## src/fsc_pkg.sv

```systemverilog
// Shared opcodes, bit positions, reset values and timing for the flash status block
package fsc_pkg;
	localparam logic [7:0] OP_WREN      = 8'h06;
	localparam logic [7:0] OP_WRDI      = 8'h04;
	localparam logic [7:0] OP_RDSR1     = 8'h05;
	localparam logic [7:0] OP_RDSR2     = 8'h35;
	localparam logic [7:0] OP_RDSR3     = 8'h15;
	localparam logic [7:0] OP_WRSR1     = 8'h01;
	localparam logic [7:0] OP_WRSR2     = 8'h31;
	localparam logic [7:0] OP_WRSR3     = 8'h11;
	localparam logic [7:0] OP_PROG      = 8'h02;
	localparam logic [7:0] OP_QPROG     = 8'h32;
	localparam logic [7:0] OP_SEC_ERASE = 8'h20;
	localparam logic [7:0] OP_BLK_ERASE = 8'hD8;
	localparam logic [7:0] OP_CHP_ERASE = 8'hC7;
	localparam logic [7:0] OP_SR_ERASE  = 8'h44;
	localparam logic [7:0] OP_SR_PROG   = 8'h42;
	localparam logic [7:0] OP_SUSPEND   = 8'h75;
	localparam logic [7:0] OP_RESUME    = 8'h7A;
	localparam logic [7:0] OP_QUAD_ON   = 8'h38;
	localparam logic [7:0] OP_QUAD_OFF  = 8'hFF;
	localparam logic [7:0] OP_ADDR4_ON  = 8'hB7;
	localparam logic [7:0] OP_ADDR4_OFF = 8'hE9;
	localparam logic [7:0] OP_OTP_PRE1  = 8'hAA;
	localparam logic [7:0] OP_OTP_PRE2  = 8'h55;
	// Status byte one
	localparam int B_BUSY   = 0;
	localparam int B_WEL    = 1;
	localparam int B_BP_LO  = 2;
	localparam int B_BP_HI  = 5;
	localparam int B_TB     = 6;
	localparam int B_SRP    = 7;
	// Status byte two
	localparam int B_SRL    = 0;
	localparam int B_QE     = 1;
	localparam int B_LB_LO  = 3;
	localparam int B_LB_HI  = 5;
	localparam int B_CMP    = 6;
	localparam int B_SUS    = 7;
	// Status byte three
	localparam int B_ADS    = 0;
	localparam int B_DRV_LO = 5;
	localparam int B_DRV_HI = 6;
	localparam logic [1:0] DRV_RESET = 2'h1;
	localparam logic [2:0] LAST_BIT  = 3'h7;
	localparam logic [1:0] NB_MAX    = 2'h3;
	// Operation times
	localparam int unsigned CLK_PERIOD_NS = 10;
	localparam int unsigned T_WRITE_US    = 5000;
	localparam int unsigned T_PROG_US     = 500;
	localparam int unsigned T_ERASE_US    = 50000;
	localparam int unsigned WRITE_CYC = (T_WRITE_US * 1000 + CLK_PERIOD_NS - 1) / CLK_PERIOD_NS;
	localparam int unsigned PROG_CYC  = (T_PROG_US * 1000 + CLK_PERIOD_NS - 1) / CLK_PERIOD_NS;
	localparam int unsigned ERASE_CYC = (T_ERASE_US * 1000 + CLK_PERIOD_NS - 1) / CLK_PERIOD_NS;
endpackage : fsc_pkg

```

## src/fsc_pin_sync.sv

```systemverilog
// Three-stage synchroniser with agreement filter for pins
`timescale 1ns/10ps
module fsc_pin_sync #(
	parameter int             W       = 1,
	parameter logic [W-1:0]   RST_VAL = '0
) (
	input  wire logic         i_clk,
	input  wire logic         i_rst_b,
	input  wire logic [W-1:0] i_pin,
	output logic      [W-1:0] o_level
);
	logic [W-1:0] s1_reg;
	logic [W-1:0] s2_reg;
	logic [W-1:0] s3_reg;
	logic [W-1:0] lvl_reg;

	always_ff @(posedge i_clk) begin
		if (!i_rst_b) begin
			s1_reg <= RST_VAL;
			s2_reg <= RST_VAL;
			s3_reg <= RST_VAL;
		end else begin
			s1_reg <= i_pin;
			s2_reg <= s1_reg;
			s3_reg <= s2_reg;
		end
	end

	// Only bits on which stages two and three agree move the level
	always_ff @(posedge i_clk) begin
		if (!i_rst_b) begin
			lvl_reg <= RST_VAL;
		end else begin
			lvl_reg <= (s2_reg & ~(s2_reg ^ s3_reg)) | (lvl_reg & (s2_reg ^ s3_reg));
		end
	end

	assign o_level = lvl_reg;
endmodule : fsc_pin_sync

```

## src/fsc_op_timer.sv

```systemverilog
// Pausable down counter that times internal program, erase and write operations
`timescale 1ns/10ps
module fsc_op_timer (
	input  wire logic        i_clk,
	input  wire logic        i_rst_b,
	input  wire logic        i_start,
	input  wire logic [31:0] i_load,
	input  wire logic        i_pause,
	output logic             o_running,
	output logic             o_done
);
	logic [31:0] cnt_reg;
	logic        run_reg;
	logic        done_reg;

	always_ff @(posedge i_clk) begin
		if (!i_rst_b) begin
			cnt_reg  <= 32'h0;
			run_reg  <= 1'b0;
			done_reg <= 1'b0;
		end else begin
			done_reg <= 1'b0;
			if (i_start) begin
				cnt_reg <= i_load;
				run_reg <= 1'b1;
			end else if (run_reg && !i_pause) begin
				if (cnt_reg <= 32'h1) begin
					run_reg  <= 1'b0;
					done_reg <= 1'b1;
				end else begin
					cnt_reg <= cnt_reg - 32'h1;
				end
			end
		end
	end

	assign o_running = run_reg;
	assign o_done    = done_reg;
endmodule : fsc_op_timer

```

## src/fsc_status_regs.sv

```systemverilog
// Serial flash status and configuration registers behind the serial command pins
// Function
// - Three status bytes, each with read command
// - Busy bit high during internal operations
// - Busy ignores all but status read, suspend
// - Busy clears when operation finishes
// - Write enable sets read-only latch flag
// - Latch flag cleared by disable, program, erase, write
// - Four block guard bits, writable, reset zero
// - Bottom-select bit picks range end
// - Complement bit swaps protected portion
// - Protect pin matters only outside quad use
// - Mode zero: writes need only latch flag
// - Guard mode, pin low: writes refused
// - Guard mode, pin high: latch flag suffices
// - Lockdown refuses writes until power cycle
// - Prefix pair before write locks until power cycle
// - Suspend flag set by suspend, cleared resume
// - Secure area locks set once, clear only at power cycle
// - Quad enable turns pin functions off
// - Quad command mode needs quad enable
// - Quad command mode keeps quad enable set
// - Read-only address width bit
// - Two-bit drive strength, default three quarters
`timescale 1ns/10ps
module fsc_status_regs #(
	parameter int unsigned WRITE_CYCLES = fsc_pkg::WRITE_CYC,
	parameter int unsigned PROG_CYCLES  = fsc_pkg::PROG_CYC,
	parameter int unsigned ERASE_CYCLES = fsc_pkg::ERASE_CYC
) (
	input  wire logic       i_core_clk,
	input  wire logic       i_rst_b,
	input  wire logic       i_sclk,
	input  wire logic       i_cs_b,
	input  wire logic       i_di,
	input  wire logic       i_wp_b,
	output logic            o_do,
	output logic            o_do_oe_b,
	output logic [7:0]      o_status_one,
	output logic [7:0]      o_status_two,
	output logic [7:0]      o_status_three,
	output logic            o_quad_command_mode,
	output logic            o_pin_funcs_on,
	output logic [1:0]      o_drive_strength,
	output logic            o_otp_locked
);
	typedef enum logic [2:0] {FRM_IDLE, FRM_OPCODE, FRM_DATA, FRM_READ, FRM_SKIP} fsc_frm_t;

	fsc_frm_t   state_reg;
	logic       sclk_s, cs_b_s, di_s, wp_b_s, sclk_d_reg;
	logic [7:0] shift_reg, op_reg, d0_reg, d1_reg, rd_reg;
	logic [2:0] bit_cnt_reg, rd_cnt_reg;
	logic [1:0] nbytes_reg;
	logic       busy_reg, wel_reg, tb_reg, srp_reg, srl_reg, qe_reg, cmp_reg, sus_reg;
	logic [3:0] bp_reg;
	logic [2:0] lb_reg;
	logic       ads_reg, qpi_reg, otp_reg, arr_op_reg;
	logic [1:0] drv_reg, pre_reg;
	logic       do_reg, do_oe_b_reg, pins_reg, otp_out_reg;
	logic [7:0] st1_reg, st2_reg, st3_reg;
	logic [7:0] byte_in, rd_now;
	logic       sclk_rise, sclk_fall, frame_end, cmd_ok;
	logic       ex_wren, ex_wrdi, ex_sr1, ex_sr2, ex_sr3, ex_arr, ex_erase;
	logic       ex_susp, ex_resume, ex_qon, ex_qoff, ex_a4on, ex_a4off, ex_pre1, ex_pre2;
	logic [7:0] sr2_data;
	logic       sr_ok, wr_go, arr_go, tmr_start, tmr_done;
	logic [31:0] tmr_load;

	// Reset levels match the idle pins, so no false clock edge follows reset
	fsc_pin_sync #(.W(4), .RST_VAL(4'hC)) u_sync (
		.i_clk   (i_core_clk),
		.i_rst_b (i_rst_b),
		.i_pin   ({i_wp_b, i_cs_b, i_sclk, i_di}),
		.o_level ({wp_b_s, cs_b_s, sclk_s, di_s})
	);

	fsc_op_timer u_timer (
		.i_clk     (i_core_clk),
		.i_rst_b   (i_rst_b),
		.i_start   (tmr_start),
		.i_load    (tmr_load),
		.i_pause   (sus_reg),
		.o_running (),
		.o_done    (tmr_done)
	);

	function automatic logic [7:0] status_of(input logic [7:0] op, input logic [7:0] s1,
		input logic [7:0] s2, input logic [7:0] s3);
		case (op)
			fsc_pkg::OP_RDSR1: status_of = s1;
			fsc_pkg::OP_RDSR2: status_of = s2;
			fsc_pkg::OP_RDSR3: status_of = s3;
			default:           status_of = 8'h00;
		endcase
	endfunction : status_of

	function automatic logic is_read(input logic [7:0] op);
		is_read = (op == fsc_pkg::OP_RDSR1) || (op == fsc_pkg::OP_RDSR2) ||
			(op == fsc_pkg::OP_RDSR3);
	endfunction : is_read

	logic [7:0] s1_now, s2_now, s3_now;
	assign s1_now = {srp_reg, tb_reg, bp_reg, wel_reg, busy_reg};
	assign s2_now = {sus_reg, cmp_reg, lb_reg, 1'b0, qe_reg, srl_reg};
	assign s3_now = {1'b0, drv_reg, 4'h0, ads_reg};
	assign rd_now = status_of(op_reg, s1_now, s2_now, s3_now);

	assign byte_in   = {shift_reg[6:0], di_s};
	assign sclk_rise = sclk_s & ~sclk_d_reg;
	assign sclk_fall = ~sclk_s & sclk_d_reg;
	assign frame_end = cs_b_s && (state_reg != FRM_IDLE);
	// Commands act only when the frame ends on a byte boundary
	assign cmd_ok    = frame_end && (state_reg == FRM_DATA) && (bit_cnt_reg == 3'h0);

	always_ff @(posedge i_core_clk) begin
		if (!i_rst_b) begin
			sclk_d_reg <= 1'b0;
		end else begin
			sclk_d_reg <= sclk_s;
		end
	end

	always_ff @(posedge i_core_clk) begin
		if (!i_rst_b) begin
			state_reg   <= FRM_IDLE;
			shift_reg   <= 8'h00;
			op_reg      <= 8'h00;
			d0_reg      <= 8'h00;
			d1_reg      <= 8'h00;
			bit_cnt_reg <= 3'h0;
			nbytes_reg  <= 2'h0;
		end else if (cs_b_s) begin
			state_reg <= FRM_IDLE;
		end else if (state_reg == FRM_IDLE) begin
			state_reg   <= FRM_OPCODE;
			bit_cnt_reg <= 3'h0;
			nbytes_reg  <= 2'h0;
		end else if (sclk_rise) begin
			shift_reg   <= byte_in;
			bit_cnt_reg <= bit_cnt_reg + 3'h1;
			if (bit_cnt_reg == fsc_pkg::LAST_BIT) begin
				if (state_reg == FRM_OPCODE) begin
					op_reg <= byte_in;
					if (busy_reg && !is_read(byte_in) && byte_in != fsc_pkg::OP_SUSPEND) begin
						state_reg <= FRM_SKIP;
					end else if (is_read(byte_in)) begin
						state_reg <= FRM_READ;
					end else begin
						state_reg <= FRM_DATA;
					end
				end else if (state_reg == FRM_DATA) begin
					if (nbytes_reg == 2'h0) begin
						d0_reg <= byte_in;
					end else if (nbytes_reg == 2'h1) begin
						d1_reg <= byte_in;
					end
					if (nbytes_reg != fsc_pkg::NB_MAX) begin
						nbytes_reg <= nbytes_reg + 2'h1;
					end
				end
			end
		end
	end

	// Status is re-sampled every byte so a polling host sees busy fall
	always_ff @(posedge i_core_clk) begin
		if (!i_rst_b) begin
			rd_reg      <= 8'h00;
			rd_cnt_reg  <= 3'h0;
			do_reg      <= 1'b0;
			do_oe_b_reg <= 1'b1;
		end else if (state_reg != FRM_READ || cs_b_s) begin
			rd_cnt_reg  <= 3'h0;
			do_oe_b_reg <= 1'b1;
		end else if (sclk_fall) begin
			do_oe_b_reg <= 1'b0;
			rd_cnt_reg  <= rd_cnt_reg + 3'h1;
			do_reg <= (rd_cnt_reg == 3'h0) ? rd_now[7] : rd_reg[7];
			rd_reg <= (rd_cnt_reg == 3'h0) ? {rd_now[6:0], 1'b0} : {rd_reg[6:0], 1'b0};
		end
	end

	assign ex_wren   = cmd_ok && (op_reg == fsc_pkg::OP_WREN) && (nbytes_reg == 2'h0);
	assign ex_wrdi   = cmd_ok && (op_reg == fsc_pkg::OP_WRDI);
	assign ex_sr1    = cmd_ok && (op_reg == fsc_pkg::OP_WRSR1) && (nbytes_reg != 2'h0);
	assign ex_sr2    = cmd_ok && (((op_reg == fsc_pkg::OP_WRSR2) && (nbytes_reg != 2'h0)) ||
		((op_reg == fsc_pkg::OP_WRSR1) && (nbytes_reg >= 2'h2)));
	assign ex_sr3    = cmd_ok && (op_reg == fsc_pkg::OP_WRSR3) && (nbytes_reg != 2'h0);
	assign ex_erase  = cmd_ok && ((op_reg == fsc_pkg::OP_SEC_ERASE) ||
		(op_reg == fsc_pkg::OP_BLK_ERASE) || (op_reg == fsc_pkg::OP_CHP_ERASE) ||
		(op_reg == fsc_pkg::OP_SR_ERASE));
	assign ex_arr    = ex_erase || (cmd_ok && ((op_reg == fsc_pkg::OP_PROG) ||
		(op_reg == fsc_pkg::OP_QPROG) || (op_reg == fsc_pkg::OP_SR_PROG)));
	assign ex_susp   = cmd_ok && (op_reg == fsc_pkg::OP_SUSPEND);
	assign ex_resume = cmd_ok && (op_reg == fsc_pkg::OP_RESUME);
	assign ex_qon    = cmd_ok && (op_reg == fsc_pkg::OP_QUAD_ON);
	assign ex_qoff   = cmd_ok && (op_reg == fsc_pkg::OP_QUAD_OFF);
	assign ex_a4on   = cmd_ok && (op_reg == fsc_pkg::OP_ADDR4_ON);
	assign ex_a4off  = cmd_ok && (op_reg == fsc_pkg::OP_ADDR4_OFF);
	assign ex_pre1   = cmd_ok && (op_reg == fsc_pkg::OP_OTP_PRE1);
	assign ex_pre2   = cmd_ok && (op_reg == fsc_pkg::OP_OTP_PRE2);
	assign sr2_data  = (op_reg == fsc_pkg::OP_WRSR1) ? d1_reg : d0_reg;

	// The protect pin is a data line once quad enable is set
	assign sr_ok = wel_reg && !srl_reg && !otp_reg && (!srp_reg || qe_reg || wp_b_s);
	assign wr_go = (ex_sr1 || ex_sr2 || ex_sr3) && sr_ok && !sus_reg;
	assign arr_go = ex_arr && wel_reg && !sus_reg;
	assign tmr_start = wr_go || arr_go;
	assign tmr_load = !arr_go ? 32'(WRITE_CYCLES) :
		(ex_erase ? 32'(ERASE_CYCLES) : 32'(PROG_CYCLES));

	always_ff @(posedge i_core_clk) begin
		if (!i_rst_b) begin
			wel_reg <= 1'b0;
		end else if (ex_wren) begin
			wel_reg <= 1'b1;
		end else if (ex_wrdi || wr_go || arr_go) begin
			wel_reg <= 1'b0;
		end
	end

	always_ff @(posedge i_core_clk) begin
		if (!i_rst_b) begin
			busy_reg   <= 1'b0;
			sus_reg    <= 1'b0;
			arr_op_reg <= 1'b0;
		end else if (tmr_start) begin
			busy_reg   <= 1'b1;
			arr_op_reg <= arr_go;
		end else if (tmr_done) begin
			busy_reg <= 1'b0;
		end else if (ex_susp && busy_reg && arr_op_reg && !sus_reg) begin
			busy_reg <= 1'b0;
			sus_reg  <= 1'b1;
		end else if (ex_resume && sus_reg) begin
			busy_reg <= 1'b1;
			sus_reg  <= 1'b0;
		end
	end

	// Refused writes fall through with every field held
	always_ff @(posedge i_core_clk) begin
		if (!i_rst_b) begin
			bp_reg  <= 4'h0;
			tb_reg  <= 1'b0;
			srp_reg <= 1'b0;
			srl_reg <= 1'b0;
			qe_reg  <= 1'b0;
			lb_reg  <= 3'h0;
			cmp_reg <= 1'b0;
			drv_reg <= fsc_pkg::DRV_RESET;
		end else if (wr_go) begin
			if (ex_sr1) begin
				bp_reg  <= d0_reg[fsc_pkg::B_BP_HI:fsc_pkg::B_BP_LO];
				tb_reg  <= d0_reg[fsc_pkg::B_TB];
				srp_reg <= d0_reg[fsc_pkg::B_SRP];
			end
			if (ex_sr2) begin
				srl_reg <= sr2_data[fsc_pkg::B_SRL];
				qe_reg  <= sr2_data[fsc_pkg::B_QE] || qpi_reg;
				lb_reg  <= lb_reg | sr2_data[fsc_pkg::B_LB_HI:fsc_pkg::B_LB_LO];
				cmp_reg <= sr2_data[fsc_pkg::B_CMP];
			end
			if (ex_sr3) begin
				drv_reg <= d0_reg[fsc_pkg::B_DRV_HI:fsc_pkg::B_DRV_LO];
			end
		end
	end

	always_ff @(posedge i_core_clk) begin
		if (!i_rst_b) begin
			qpi_reg <= 1'b0;
			ads_reg <= 1'b0;
		end else begin
			if (ex_qon && qe_reg) begin
				qpi_reg <= 1'b1;
			end else if (ex_qoff) begin
				qpi_reg <= 1'b0;
			end
			if (ex_a4on) begin
				ads_reg <= 1'b1;
			end else if (ex_a4off) begin
				ads_reg <= 1'b0;
			end
		end
	end

	// Prefix survives a write enable so the usual enable-then-write order works
	always_ff @(posedge i_core_clk) begin
		if (!i_rst_b) begin
			pre_reg <= 2'h0;
			otp_reg <= 1'b0;
		end else begin
			if (wr_go && pre_reg == 2'h2) begin
				otp_reg <= 1'b1;
			end
			if (ex_pre1) begin
				pre_reg <= 2'h1;
			end else if (ex_pre2) begin
				pre_reg <= (pre_reg == 2'h1) ? 2'h2 : 2'h0;
			end else if (cmd_ok && !ex_wren) begin
				pre_reg <= 2'h0;
			end
		end
	end

	always_ff @(posedge i_core_clk) begin
		if (!i_rst_b) begin
			st1_reg     <= 8'h00;
			st2_reg     <= 8'h00;
			st3_reg     <= 8'h00;
			pins_reg    <= 1'b1;
			otp_out_reg <= 1'b0;
		end else begin
			st1_reg     <= status_of(fsc_pkg::OP_RDSR1, s1_now, s2_now, s3_now);
			st2_reg     <= status_of(fsc_pkg::OP_RDSR2, s1_now, s2_now, s3_now);
			st3_reg     <= status_of(fsc_pkg::OP_RDSR3, s1_now, s2_now, s3_now);
			pins_reg    <= !qe_reg;
			otp_out_reg <= otp_reg;
		end
	end

	assign o_do                = do_reg;
	assign o_do_oe_b           = do_oe_b_reg;
	assign o_status_one        = st1_reg;
	assign o_status_two        = st2_reg;
	assign o_status_three      = st3_reg;
	assign o_quad_command_mode = qpi_reg;
	assign o_pin_funcs_on      = pins_reg;
	assign o_drive_strength    = drv_reg;
	assign o_otp_locked        = otp_out_reg;
endmodule : fsc_status_regs

```

## config.mk

```make
export PLATFORM = sky130hd
export DESIGN_NAME = fsc_status_regs
export DESIGN_NICKNAME = d
export VERILOG_FILES = /design/src/fsc_pkg.sv /design/src/fsc_pin_sync.sv /design/src/fsc_op_timer.sv /design/src/fsc_status_regs.sv
export SDC_FILE = /design/constraint.sdc
export NUM_CORES = 1
export LEC_CHECK = 0
export BUFFER_PORTS_ARGS = -buffer_cell sky130_fd_sc_hd__buf_2
export CAP_MARGIN = 40
export CORE_ASPECT_RATIO = 0.8
export CORE_MARGIN = 2
export CORE_UTILIZATION = 40
export CTS_CLUSTER_DIAMETER = 200
export DETAILED_ROUTE_END_ITERATION = 8
export GPL_ROUTABILITY_DRIVEN = 0
export GPL_TIMING_DRIVEN = 0
export PLACE_DENSITY = 0.63
export SLEW_MARGIN = 10
export SYNTH_ARGS = -nofsm -noshare
export SYNTH_HDL_FRONTEND = slang
export SYNTH_SLANG_ARGS = --single-unit
```

## constraint.sdc

```tcl
create_clock -name i_core_clk -period 2.7 [get_ports i_core_clk]
set_clock_uncertainty 0.2 [all_clocks]
set_input_delay 0.135 -clock i_core_clk [delete_from_list [all_inputs] [get_ports i_core_clk]]
set_output_delay 0.135 -clock i_core_clk [all_outputs]
set_load 0.05 [all_outputs]
```

==> summary by stage, run 1 <==
Pwr
Dividing total power by cell area gives a power density of between 600 and 700 nW/µm². VDD sags by at most 0.3863 mV. Summed over all cells, the static leakage comes to 2.965 nW. The post-layout total power is 4.839 mW.

Route
In the routed design, unresolved DRC markers number 0. The detailed-route vias per instance is 5.196. The number of design-rule violations left by the first detailed-router iteration is about 340. The routed wire length per instance is between 15 and 20 µm.

The routed layout has 5315 vias. The count of nets left with antenna violations after detail routing is 0. Wires add up to 16100 µm. The first-pass iteration count of the detailed router is 5.

Timing
The number of endpoints failing setup at the final stage is 0. The worst slew margin relative to its limit is 49.61%. At the pin with the least slew margin, the transition time is 755.9 ps. The total negative slack for setup checks is 0 ps. The maximum clock frequency is 372.6 MHz. The hold violation count in the final report is 0. The smallest clock period supported by the final layout is computed as around 2700 ps.

On the final layout, the worst hold slack is 49.36 ps. The number of pins exceeding their max-slew limit in the final report is 0. The share of the cycle needed by the critical path after routing is 99.40%.

Critical path
The setup check on the worst reg-to-reg path leaves a slack of between 15 and 20 ps. The number of cells traversed by the worst register-to-register path is 8. Data on the critical path is required at its endpoint by 2810 ps.

The maximum cell stage delay along the critical path is 570 ps. The worst endpoint data arrival time is 2790 ps. The sort of element at the end of the critical path is a flip-flop. The critical path in this run is classified as reg -> reg. The biggest fanout along the worst timing path is 7. The critical path's most frequent cell is buf_6. The worst register-to-register path ends at u_timer.cnt_reg[18].

The worst setup path is launched from a flip-flop. The startpoint identified for the worst register-to-register timing path is u_timer.cnt_reg[19]. Among all stages on the critical path, the largest delay is contributed by or4_4. The signal on the critical path passes through or4_4, nor4b_4, nand4bb_1, buf_6, and2_4, buf_6, or3_4, o211a_1.

Global routing
The number of global-route vias before repair was 4758. The initial antenna violation count is 0. Entering global routing, the biggest net connects 17 pins. The total overflow left after global routing is 0. The first global-routing pass estimated 25330 µm of wire. Global routing used 19.80% of the available tracks across all layers.

Min path
In this run the most critical hold path is launched from i_rst_b. The cell count of the worst hold path is 3. For hold timing, the worst endpoint is state_reg[1]. The class of the worst hold path is in -> reg.

Clocking
The H-tree depth reported by CTS is 4. The clock latency at the later pin of the worst-skew pair is 420 ps. The clock sink count is 143. The buffer type at the clock tree root is clkbuf_16. Clock-pin slew was measured on the worst setup and hold paths at 60 ps. The clock buffer count from CTS is 17. The CTS tree is built. Counting along the longest clock path gives a buffer depth of 2.

Logic synthesis
The cell taking the most area after synthesis is dfxtp_1. Counting every instance in the synthesized netlist gives 730. Yosys printed 0 warnings. The most common cell in the synthesized netlist is dfxtp_1. A synthesized cell averages 8.661 µm². Among all flip-flop cells after synthesis, the most frequent one is dfxtp_1.

The post-synthesis sequential area ratio is ~45%. The area share of the largest cell type after synthesis is 45.28%. In this run the cell area of the synthesized design comes to around 6300 µm².

The share of synthesized registers carrying an async set or reset is 0%. Sorting the synthesized cells by how often they occur yields dfxtp_1, nor2_1, a21oi_1, nand2_1, nand3_1. The number of flops mapped to enable cells by yosys is 0.

Ranked by total cell area, the synthesized netlist is headed by dfxtp_1, nor2_1, mux2i_1. Counting flops and latches in the post-synthesis netlist gives 143. Synthesis instantiated 66 different standard cells from the library.

Final layout
Fill cells in the final layout number 1529. The net count of the finished layout is 814. 0 antenna diodes ended up in the layout.

The post-route netlist has roughly 14% of its cells at a drive strength greater than 1. The finished cells cover 7664 µm². The register with the most flip-flops in the layout has 32 of them.

Compared with the post-synthesis result, the final layout area differs by 21.22%. The non-filler instance count after layout is 1023.

Die
For this configuration, the core starts out at a cell density of between 40 and 50%. The region available for standard cell placement spans approximately 16000 µm². The die footprint is 16830 µm². The number of rows created at floorplan is 41.

In this run the horizontal extent of the chip is 144.6 µm. The die span in y is approximately 120 µm. The count of boundary I/O pins is 37.

Run status
The flow ran to the end, and the final reports show no timing, DRC or antenna violations.

Placed design
Counting tap cells, the placed design contains a total of 980 instances. The number of buffers inserted by port buffering is 29. The placed wire-length estimate is 11190 µm. The placed instances occupy a cell area of 6766 µm².

Run
The tool flagged a number of max-cap violations equal to 0.
layout make-up:
cell class / instances / area (µm²) / share of cell area, %
repair buffers: 46 / 292.8 / 3.820
clock inverters: 11 / 214.0 / 2.792
multi-input cells: 529 / 3306 / 43.13
plain buffers: 41 / 205.2 / 2.678
inverters: 19 / 71.32 / 0.9306
clock buffers: 19 / 442.9 / 5.780
well taps: 215 / 269.0 / 3.510
flip-flops and latches: 143 / 2863 / 37.36
through the flow:
| step | worst slack (ps) | utilization [%] |
|---|---|---|
| final | 16.23 | 49.14 |
| after global routing | -8.374 | 49.14 |
| after detailed placement | -351.3 | 43.39 |
| after global placement | -333.5 | 43.32 |
| after CTS | 11.04 | 48.26 |
| after floorplan | 186.5 | - |
kinds of logic (layout without fill, tap and decap cells):
group | Yosys count | after routing | share of synthesized area (%)
compound gates | 123 | 123 | 12.21
buf+inv | 63 | 136 | 4.275
other cells | 1 | 6 | 0.05931
fa+ha+maj | 11 | 11 | 2.177
simple gates | 331 | 331 | 27.21
mux | 36 | 36 | 5.739
flops | 143 | 143 | 45.28
xor+xnor | 22 | 22 | 3.048
where the power goes:
group / internal (mW) / switching [mW] / total (mW)
clock: 1.74 / 0.877 / 2.62
combinational: 0.0236 / 0.0730 / 0.0966
sequential: 2.12 / 0.00329 / 2.12
timing repair:
action	CTS	global route
buffers inserted	2	10
hold buffers	4	0
setup endpoints to repair	49	49
endpoints found under the hold margin	4	0
pin swaps	2	5
gates resized for setup	10	22
worst max-delay path by stage:
| stage | to | from |
|---|---|---|
| detailed placement | bp_reg[2] | state_reg[1] |
| finish | u_timer.cnt_reg[18] | u_timer.cnt_reg[19] |
| global placement | bp_reg[2] | state_reg[1] |
| CTS | u_timer.cnt_reg[18] | u_timer.cnt_reg[16] |
| floorplan | u_timer.cnt_reg[18] | u_timer.cnt_reg[16] |
| global route | u_timer.cnt_reg[18] | u_timer.cnt_reg[19] |
critical path: cells and delay by family, from the launching register on:
family / cells / cell delay (ps)
AOI/OAI and AO/OA: 1 / 210
buffers and inverters: 2 / 280
and+or+nand+nor: 5 / 1560
DFF: 1 / 330
routing by layer:
| metal | part of all wire (%) | up-vias | global-route usage [%] |
|---|---|---|---|
| met3 | 5.3 | 12 | 4.961 |
| met5 | 0 | - | 0 |
| met2 | 41 | 140 | 28.28 |
| met1 | 53 | 2494 | 29.62 |
| li1 | - | 2669 | - |
| met4 | 1.1 | 0 | 5.307 |
placed cells by master, fill, tap and decap left out, drive strengths merged, types with 10 or more instances in the layout:
cell type / instances
ha: 11
nand4: 12
nand3: 39
nor2: 105
clkbuf: 48
mux2i: 34
dfxtp: 143
nor2b: 11
and2: 31
inv: 19
nor3: 19
nand2: 46
a21oi: 50
nor4: 10
o21ai: 20
buf: 54
nand2b: 16
xor2: 20
Power figures use the tool's default switching activity.
==> run 2, diff against run 1 <==
--- a/config.mk
+++ b/config.mk
@@ -5,16 +5,16 @@
 export SDC_FILE = /design/constraint.sdc
 export NUM_CORES = 1
 export LEC_CHECK = 0
-export BUFFER_PORTS_ARGS = -buffer_cell sky130_fd_sc_hd__buf_2
 export CAP_MARGIN = 40
 export CORE_ASPECT_RATIO = 0.8
 export CORE_MARGIN = 2
 export CORE_UTILIZATION = 40
 export CTS_CLUSTER_DIAMETER = 200
 export DETAILED_ROUTE_END_ITERATION = 8
+export DONT_BUFFER_PORTS = 1
 export GPL_ROUTABILITY_DRIVEN = 0
 export GPL_TIMING_DRIVEN = 0
-export PLACE_DENSITY = 0.63
+export PLACE_DENSITY = 0.61
 export SLEW_MARGIN = 10
 export SYNTH_ARGS = -nofsm -noshare
 export SYNTH_HDL_FRONTEND = slang
==> summary by stage, run 2 (synthesized netlist as in run 1, its figures left out) <==
Run status
The flow ran to the end, and the final reports show no timing, DRC or antenna violations.

Critical path
Along the worst path, the maximum fanout reaches 7. Data on the critical path arrives at its endpoint at 2710 ps. The critical path goes through or4_4, nor4b_4, nand4bb_1, buf_6, and2_4, or3_4, o211a_1. In this design, the stage delay of the slowest critical-path cell is 550 ps. The slowest stage of the critical path belongs to the cell or4_4.

By startpoint and endpoint, the worst setup path is classified as reg -> reg. The worst setup path is captured at a flip-flop. At the worst endpoint, the required time is 2820 ps.

The startpoint kind of the worst setup timing path is a flip-flop.

Global routing
The number of global-route vias before repair is 5036. The aggregate global-route resource usage is 20.27%. The wire length of the first global-routing pass is 26160 µm.

The initial antenna violation count is 0. Global routing finished with a remaining overflow of 0. Entering global routing, the biggest net connects 17 pins.

Clocking
TritonCTS built the clock tree. The tree is rooted in a clkbuf_16. The clock latency at the later pin of the worst-skew pair is 420 ps. Counting every sink on the clock net gives between 100 and 150. The clock buffer count from CTS is 17. The clock-pin slew of the registers on the worst-case setup and hold paths is 60 ps. No sink is reached through more buffers than the 2 on the longest clock path. The H-tree was split into 4 levels.

Route
Before antenna repair, the detailed router went through 5 iterations. The number of design-rule violations left by the first detailed-router iteration is slightly below 500. For this run, design rule violations remaining after detail routing come to 0. The total number of vias is 5358.

The total routed wirelength is 16360 µm. The routed wire length per instance is between 15 and 20 µm. The count of nets left with antenna violations after detail routing is 0. The detailed-route vias per instance is 5.434.

Die
Once the floorplan was initialized, standard cells occupied roughly two fifths of the core. The count of boundary I/O pins is 37. The die covers 16830 µm². The initialized floorplan defines 41 standard-cell rows. The region available for standard cell placement spans 15600 µm². The die span in y is 116.5 µm. The x dimension of the die is 144.6 µm.

Final layout
Cells fill 47.26% of the core in the end. The net count of the finished layout is between 700 and 800. Leaving out filler cells and counting taps, the final layout contains 986. The fraction of final layout cells with drive strength greater than 1 is under 10%. The count of filler cells inserted in the layout is ~1500. The leading cell type in the layout, fill and taps excluded is dfxtp_1.

The flip-flop count of the largest register after layout is 32. The synthesis-to-finish area growth is 16.58%. Across the whole layout, storage elements account for 2865 µm². With fillers left out, the area of the finished cells amounts to 7371 µm². The library cells used most frequently in the layout, excluding fill and tap cells, are dfxtp_1, nor2_1, a21oi_1, nand2_1, nand3_1. Summing all multi-input logic gate instances after layout gives 3287 µm². The number of antenna cells inserted is 0.

Timing
The share of the cycle needed by the critical path after routing is 96.04%. Setup slack on the critical path of the routed design comes to 106.8 ps. The total negative slack for setup checks is 0 ps.

The maximum clock frequency is 385.6 MHz. The number of pins exceeding their max-slew limit in the final report is 0. The hold violation count in the final report is 0.

The number of endpoints failing setup at the final stage is 0. The minimum period implied by the final worst setup slack is 2593 ps. At the pin with the least slew margin, the transition time is 702.5 ps. The worst slew margin relative to its limit is a little over half. Setup repair after global routing could not meet its margin everywhere.

Pwr
IR analysis of the VDD net gives a maximum drop of around 0.42 mV. Power spread over the standard cell area amounts to between 600 and 700 nW/µm². For this design the static power due to leakage is between 2 and 3 nW.

Placed design
The total placed cells including tap cells is 952. The number of buffers inserted by port buffering is 0. After legalization and detailed placement, the total HPWL measured around 12000 µm.

OpenSTA, run right after detailed placement, puts the worst setup slack at -411.1 ps. After detailed placement, the total cell area comes to 6620 µm².

Run
The tool flagged a number of max-cap violations equal to 0.

Min path
In this run the worst hold path is classified as in -> reg.
-- run 2: final timing paths --
| kind | start | to | slack, ps | cells after the start |
|---|---|---|---|---|
| worst max-delay path | u_timer.cnt_reg[19] | u_timer.cnt_reg[18] | 110 | 7 |
| worst max register to register | u_timer.cnt_reg[19] | u_timer.cnt_reg[18] | 110 | 7 |
| worst min register to register | u_sync.s1_reg[2] | u_sync.s2_reg[2] | 200 | 1 |
| worst min-delay path | i_rst_b | state_reg[1] | 80 | 3 |
-- run 2: area by class of cell --
cell class / count / share of cell area (%)
Inverter: 19 / 0.9676
Multi-Input combinational cell: 529 / 44.59
Buffer: 38 / 2.478
Sequential cell: 143 / 38.87
Tap cell: 215 / 3.650
Clock buffer: 21 / 6.247
Timing Repair Buffer: 10 / 1.086
Clock inverter: 11 / 2.105
-- run 2: metal layers --
| metal | up-vias | share of wire [%] | global-route usage, % |
|---|---|---|---|
| met3 | 24 | 5.9 | 5.125 |
| met1 | 2563 | 50 | 29.81 |
| met5 | - | 0 | 0 |
| li1 | 2594 | - | - |
| met4 | 0 | 1.2 | 6.149 |
| met2 | 177 | 43 | 29.16 |
-- run 2: per-stage QoR --
| stage | total power, mW | hold WS [ps] |
|---|---|---|
| final | 4.641 | 80.13 |
| after global routing | 4.777 | 78.66 |
| after CTS | 4.672 | 53.31 |
| after detailed placement | 2.255 | 40.35 |
| after global placement | 2.255 | 39.69 |
| after floorplan | 2.229 | 36.47 |
-- run 2: critical path, delay by kind of cell (launching register included) --
family	cells	cell delay, ps
AO/OA/AOI/OAI	1	220
buffers and inverters	1	150
flip-flops	1	320
AND/OR/NAND/NOR	5	1600
-- run 2: where the power goes --
group	switching, mW	internal [mW]	total, mW
sequential	0.00600	2.12	2.12
combinational	0.0682	0.0212	0.0894
clock	0.915	1.51	2.43
-- run 2: what timing repair did --
item	4_1_cts	5_1_grt
gates resized for setup	11	16
pin swaps	3	8
cloned	0	0
setup buffers	1	3
hold buffers	4	0
setup endpoints to repair	53	47
endpoints found under the hold margin	4	0
==> run 3, diff against run 2 <==
--- a/config.mk
+++ b/config.mk
@@ -14,7 +14,6 @@
 export DONT_BUFFER_PORTS = 1
 export GPL_ROUTABILITY_DRIVEN = 0
 export GPL_TIMING_DRIVEN = 0
-export PLACE_DENSITY = 0.61
 export SLEW_MARGIN = 10
 export SYNTH_ARGS = -nofsm -noshare
 export SYNTH_HDL_FRONTEND = slang
==> summary by stage, run 3 (synthesized netlist as in run 1, its figures left out) <==
Run status
The run finished with clean final reports.

Route
The routed wire length per instance is 16.62 µm. The detailed router finished its first iteration with 507 violations. The total routed wirelength is 16440 µm. The detailed-route vias per instance is 5.441. For this run, design rule violations remaining after detail routing come to 0.

In this run the remaining antenna-violating nets after routing total 0. The routed layout has 5381 vias. The first-pass iteration count of the detailed router is 5.

Final layout
Cells with a size suffix above 1 make up 10.21% of the layout. The flip-flop count of the largest register after layout is 32. The number of antenna cells inserted is 0. The leading cell type in the layout, fill and taps excluded is dfxtp_1. The library cells used most frequently in the layout, excluding fill and tap cells, are dfxtp_1, nor2_1, a21oi_1, nand2_1, nand3_1. The net count of the finished layout is 779. After routing the design area is 7357 µm². The final core utilization is 47.18%. The count of filler cells inserted in the layout is 1517. The synthesis-to-finish area growth is 16.37%.

Global routing
Entering global routing, the biggest net connects 17 pins. The initial antenna violation count is 0. For this run the aggregate overflow at the end of global routing stands at 0. In the global route stage, overall resource usage came out at 20.43%. The number of global-route vias before repair is 4916. The wire length of the first global-routing pass is approximately 26000 µm.

Critical path
The number of cells traversed by the worst register-to-register path is 7. The worst setup path is captured at a flip-flop. The critical register-to-register path startpoint is u_timer.cnt_reg[19]. STA classifies the critical path startpoint as a flip-flop. The biggest fanout along the worst timing path is 8.

The end of the worst register-to-register path is u_timer.cnt_reg[18]. Data on the critical path is required at its endpoint by 2810 ps. The critical path launch point is u_timer.cnt_reg[19]. The critical setup path kind is reg -> reg. The setup check on the worst reg-to-reg path leaves a slack of ~66 ps. At the worst endpoint, the arrival time is 2750 ps.

In this run the worst setup path terminates at u_timer.cnt_reg[18].

Placed design
In this run the cell area measured after placement is between 6000 and 7000 µm². The placed wire-length estimate is 11770 µm. The number of buffers inserted by port buffering is 0. The pre-CTS setup slack is -317.4 ps.

Timing
Setup violations remaining at the end of the flow were counted as 0. The hold violation count in the final report is 0. The minimum period implied by the final worst setup slack is approximately 2600 ps.

The number of pins exceeding their max-slew limit in the final report is 0. The worst slew margin relative to its limit is 52.77%. Setup slack on the critical path of the routed design comes to 66.00 ps.

The total negative slack for setup checks is 0 ps. The slew at the pin closest to its max-slew limit is 708.4 ps. The maximum clock frequency is 379.7 MHz.

In the finished design, the share of the clock period the worst path needs comes to 97.56%.

Clocking
No sink is reached through more buffers than the 2 on the longest clock path. The clock tree synthesis step divided the H-tree into 4 levels. Clock-pin slew was measured on the worst setup and hold paths at 60 ps. The buffer type at the clock tree root is clkbuf_16. The CTS tree is built. Counting the buffers created by CTS gives 17. The clock sink count is 143. The clock latency at the later pin of the worst-skew pair is 430 ps.

Die
The number of rows created at floorplan is about 40. The initial core utilization is 40.54%. 37 I/O pins were placed. The area of the core is roughly 16000 µm².

The die footprint is about 17000 µm². Measured along the y axis, the die boundary spans 116.5 µm. The x dimension of the die is 144.6 µm.

Pwr
Of the total power, combinational logic draws 2.0%. Of the total power, the share spent switching nets is 21.85%. The relative contribution of sequential cells to total power is 47.9%. The highest ir drop seen on vdd is 0.3847 mV. The internal cell power is 3.463 mW. The clock share of power is 50.0%. For this design the ratio of total power to cell area is 602.3 nW/µm².

For this design the total switching power over the nets is between 0.9 and 1 mW. The standby leakage power is 2.745 nW.

Min path
The min-delay analysis places its worst path in the category in -> reg. In this run the most critical hold path is launched from i_rst_b.

Run
The number of max-cap violations is 0.
[run 3: timing repair]
action / 4_1_cts / 5_1_grt
endpoints found under the hold margin: 4 / 0
resized for setup: 12 / 20
cloned: 0 / 0
setup endpoints to repair: 46 / 45
pin swaps: 3 / 6
buffers inserted: 3 / 4
hold buffers: 4 / 0
[run 3: how the worst min path moves through the flow]
stage / depth (start not counted) / end
final: 3 / state_reg[2]
after global routing: 3 / state_reg[2]
after CTS: 3 / state_reg[2]
after detailed placement: 1 / u_sync.s1_reg[2]
after global placement: 1 / u_sync.s1_reg[2]
after floorplan: 1 / u_sync.s1_reg[2]
[run 3: power by group through the flow]
stage,logic (mW),registers (mW),clock network (mW)
2_1_floorplan,0.0596,2.17,0
3_3_place_gp,0.0851,2.17,0
3_5_place_dp,0.0850,2.17,0
4_1_cts,0.0901,2.12,2.25
5_1_grt,0.0966,2.12,2.34
6_report,0.0894,2.12,2.22
[run 3: metal layers]
layer  share of wire [%]  vias to the layer above  track usage [%]
li1                    -                     2604                -
met3                 5.8                       24            4.715
met2                  42                      164            29.35
met4                 1.6                        0            6.343
met5                   0                        -                0
met1                  50                     2589            30.28
[run 3: layout make-up]
| cell class | instances | area [µm²] | share of cell area, % |
|---|---|---|---|
| inverter | 19 | 71.32 | 0.9694 |
| sequential | 143 | 2864 | 38.93 |
| buffer | 40 | 192.7 | 2.619 |
| clock inverter | 11 | 91.34 | 1.241 |
| tap | 215 | 269.0 | 3.656 |
| multi-input combinational | 529 | 3292 | 44.74 |
| timing repair buffer | 12 | 110.1 | 1.497 |
| clock buffer | 20 | 466.7 | 6.344 |
[run 3: metrics by stage]
step | instances | hold WS (ps) | total power [mW]
after floorplan | 735 | 36.47 | 2.229
after global placement | 950 | 41.16 | 2.256
after detailed placement | 951 | 41.24 | 2.256
after CTS | 988 | 69.09 | 4.469
after global routing | 989 | 131.6 | 4.564
final | 989 | 68.86 | 4.431
[run 3: critical path: stages, from the launching register on]
cell	delay, ps
dfxtp_2	330
or4_4	550
nor4b_4	320
nand4bb_1	150
buf_6	160
and2_4	170
or3_4	400
o211a_1	230
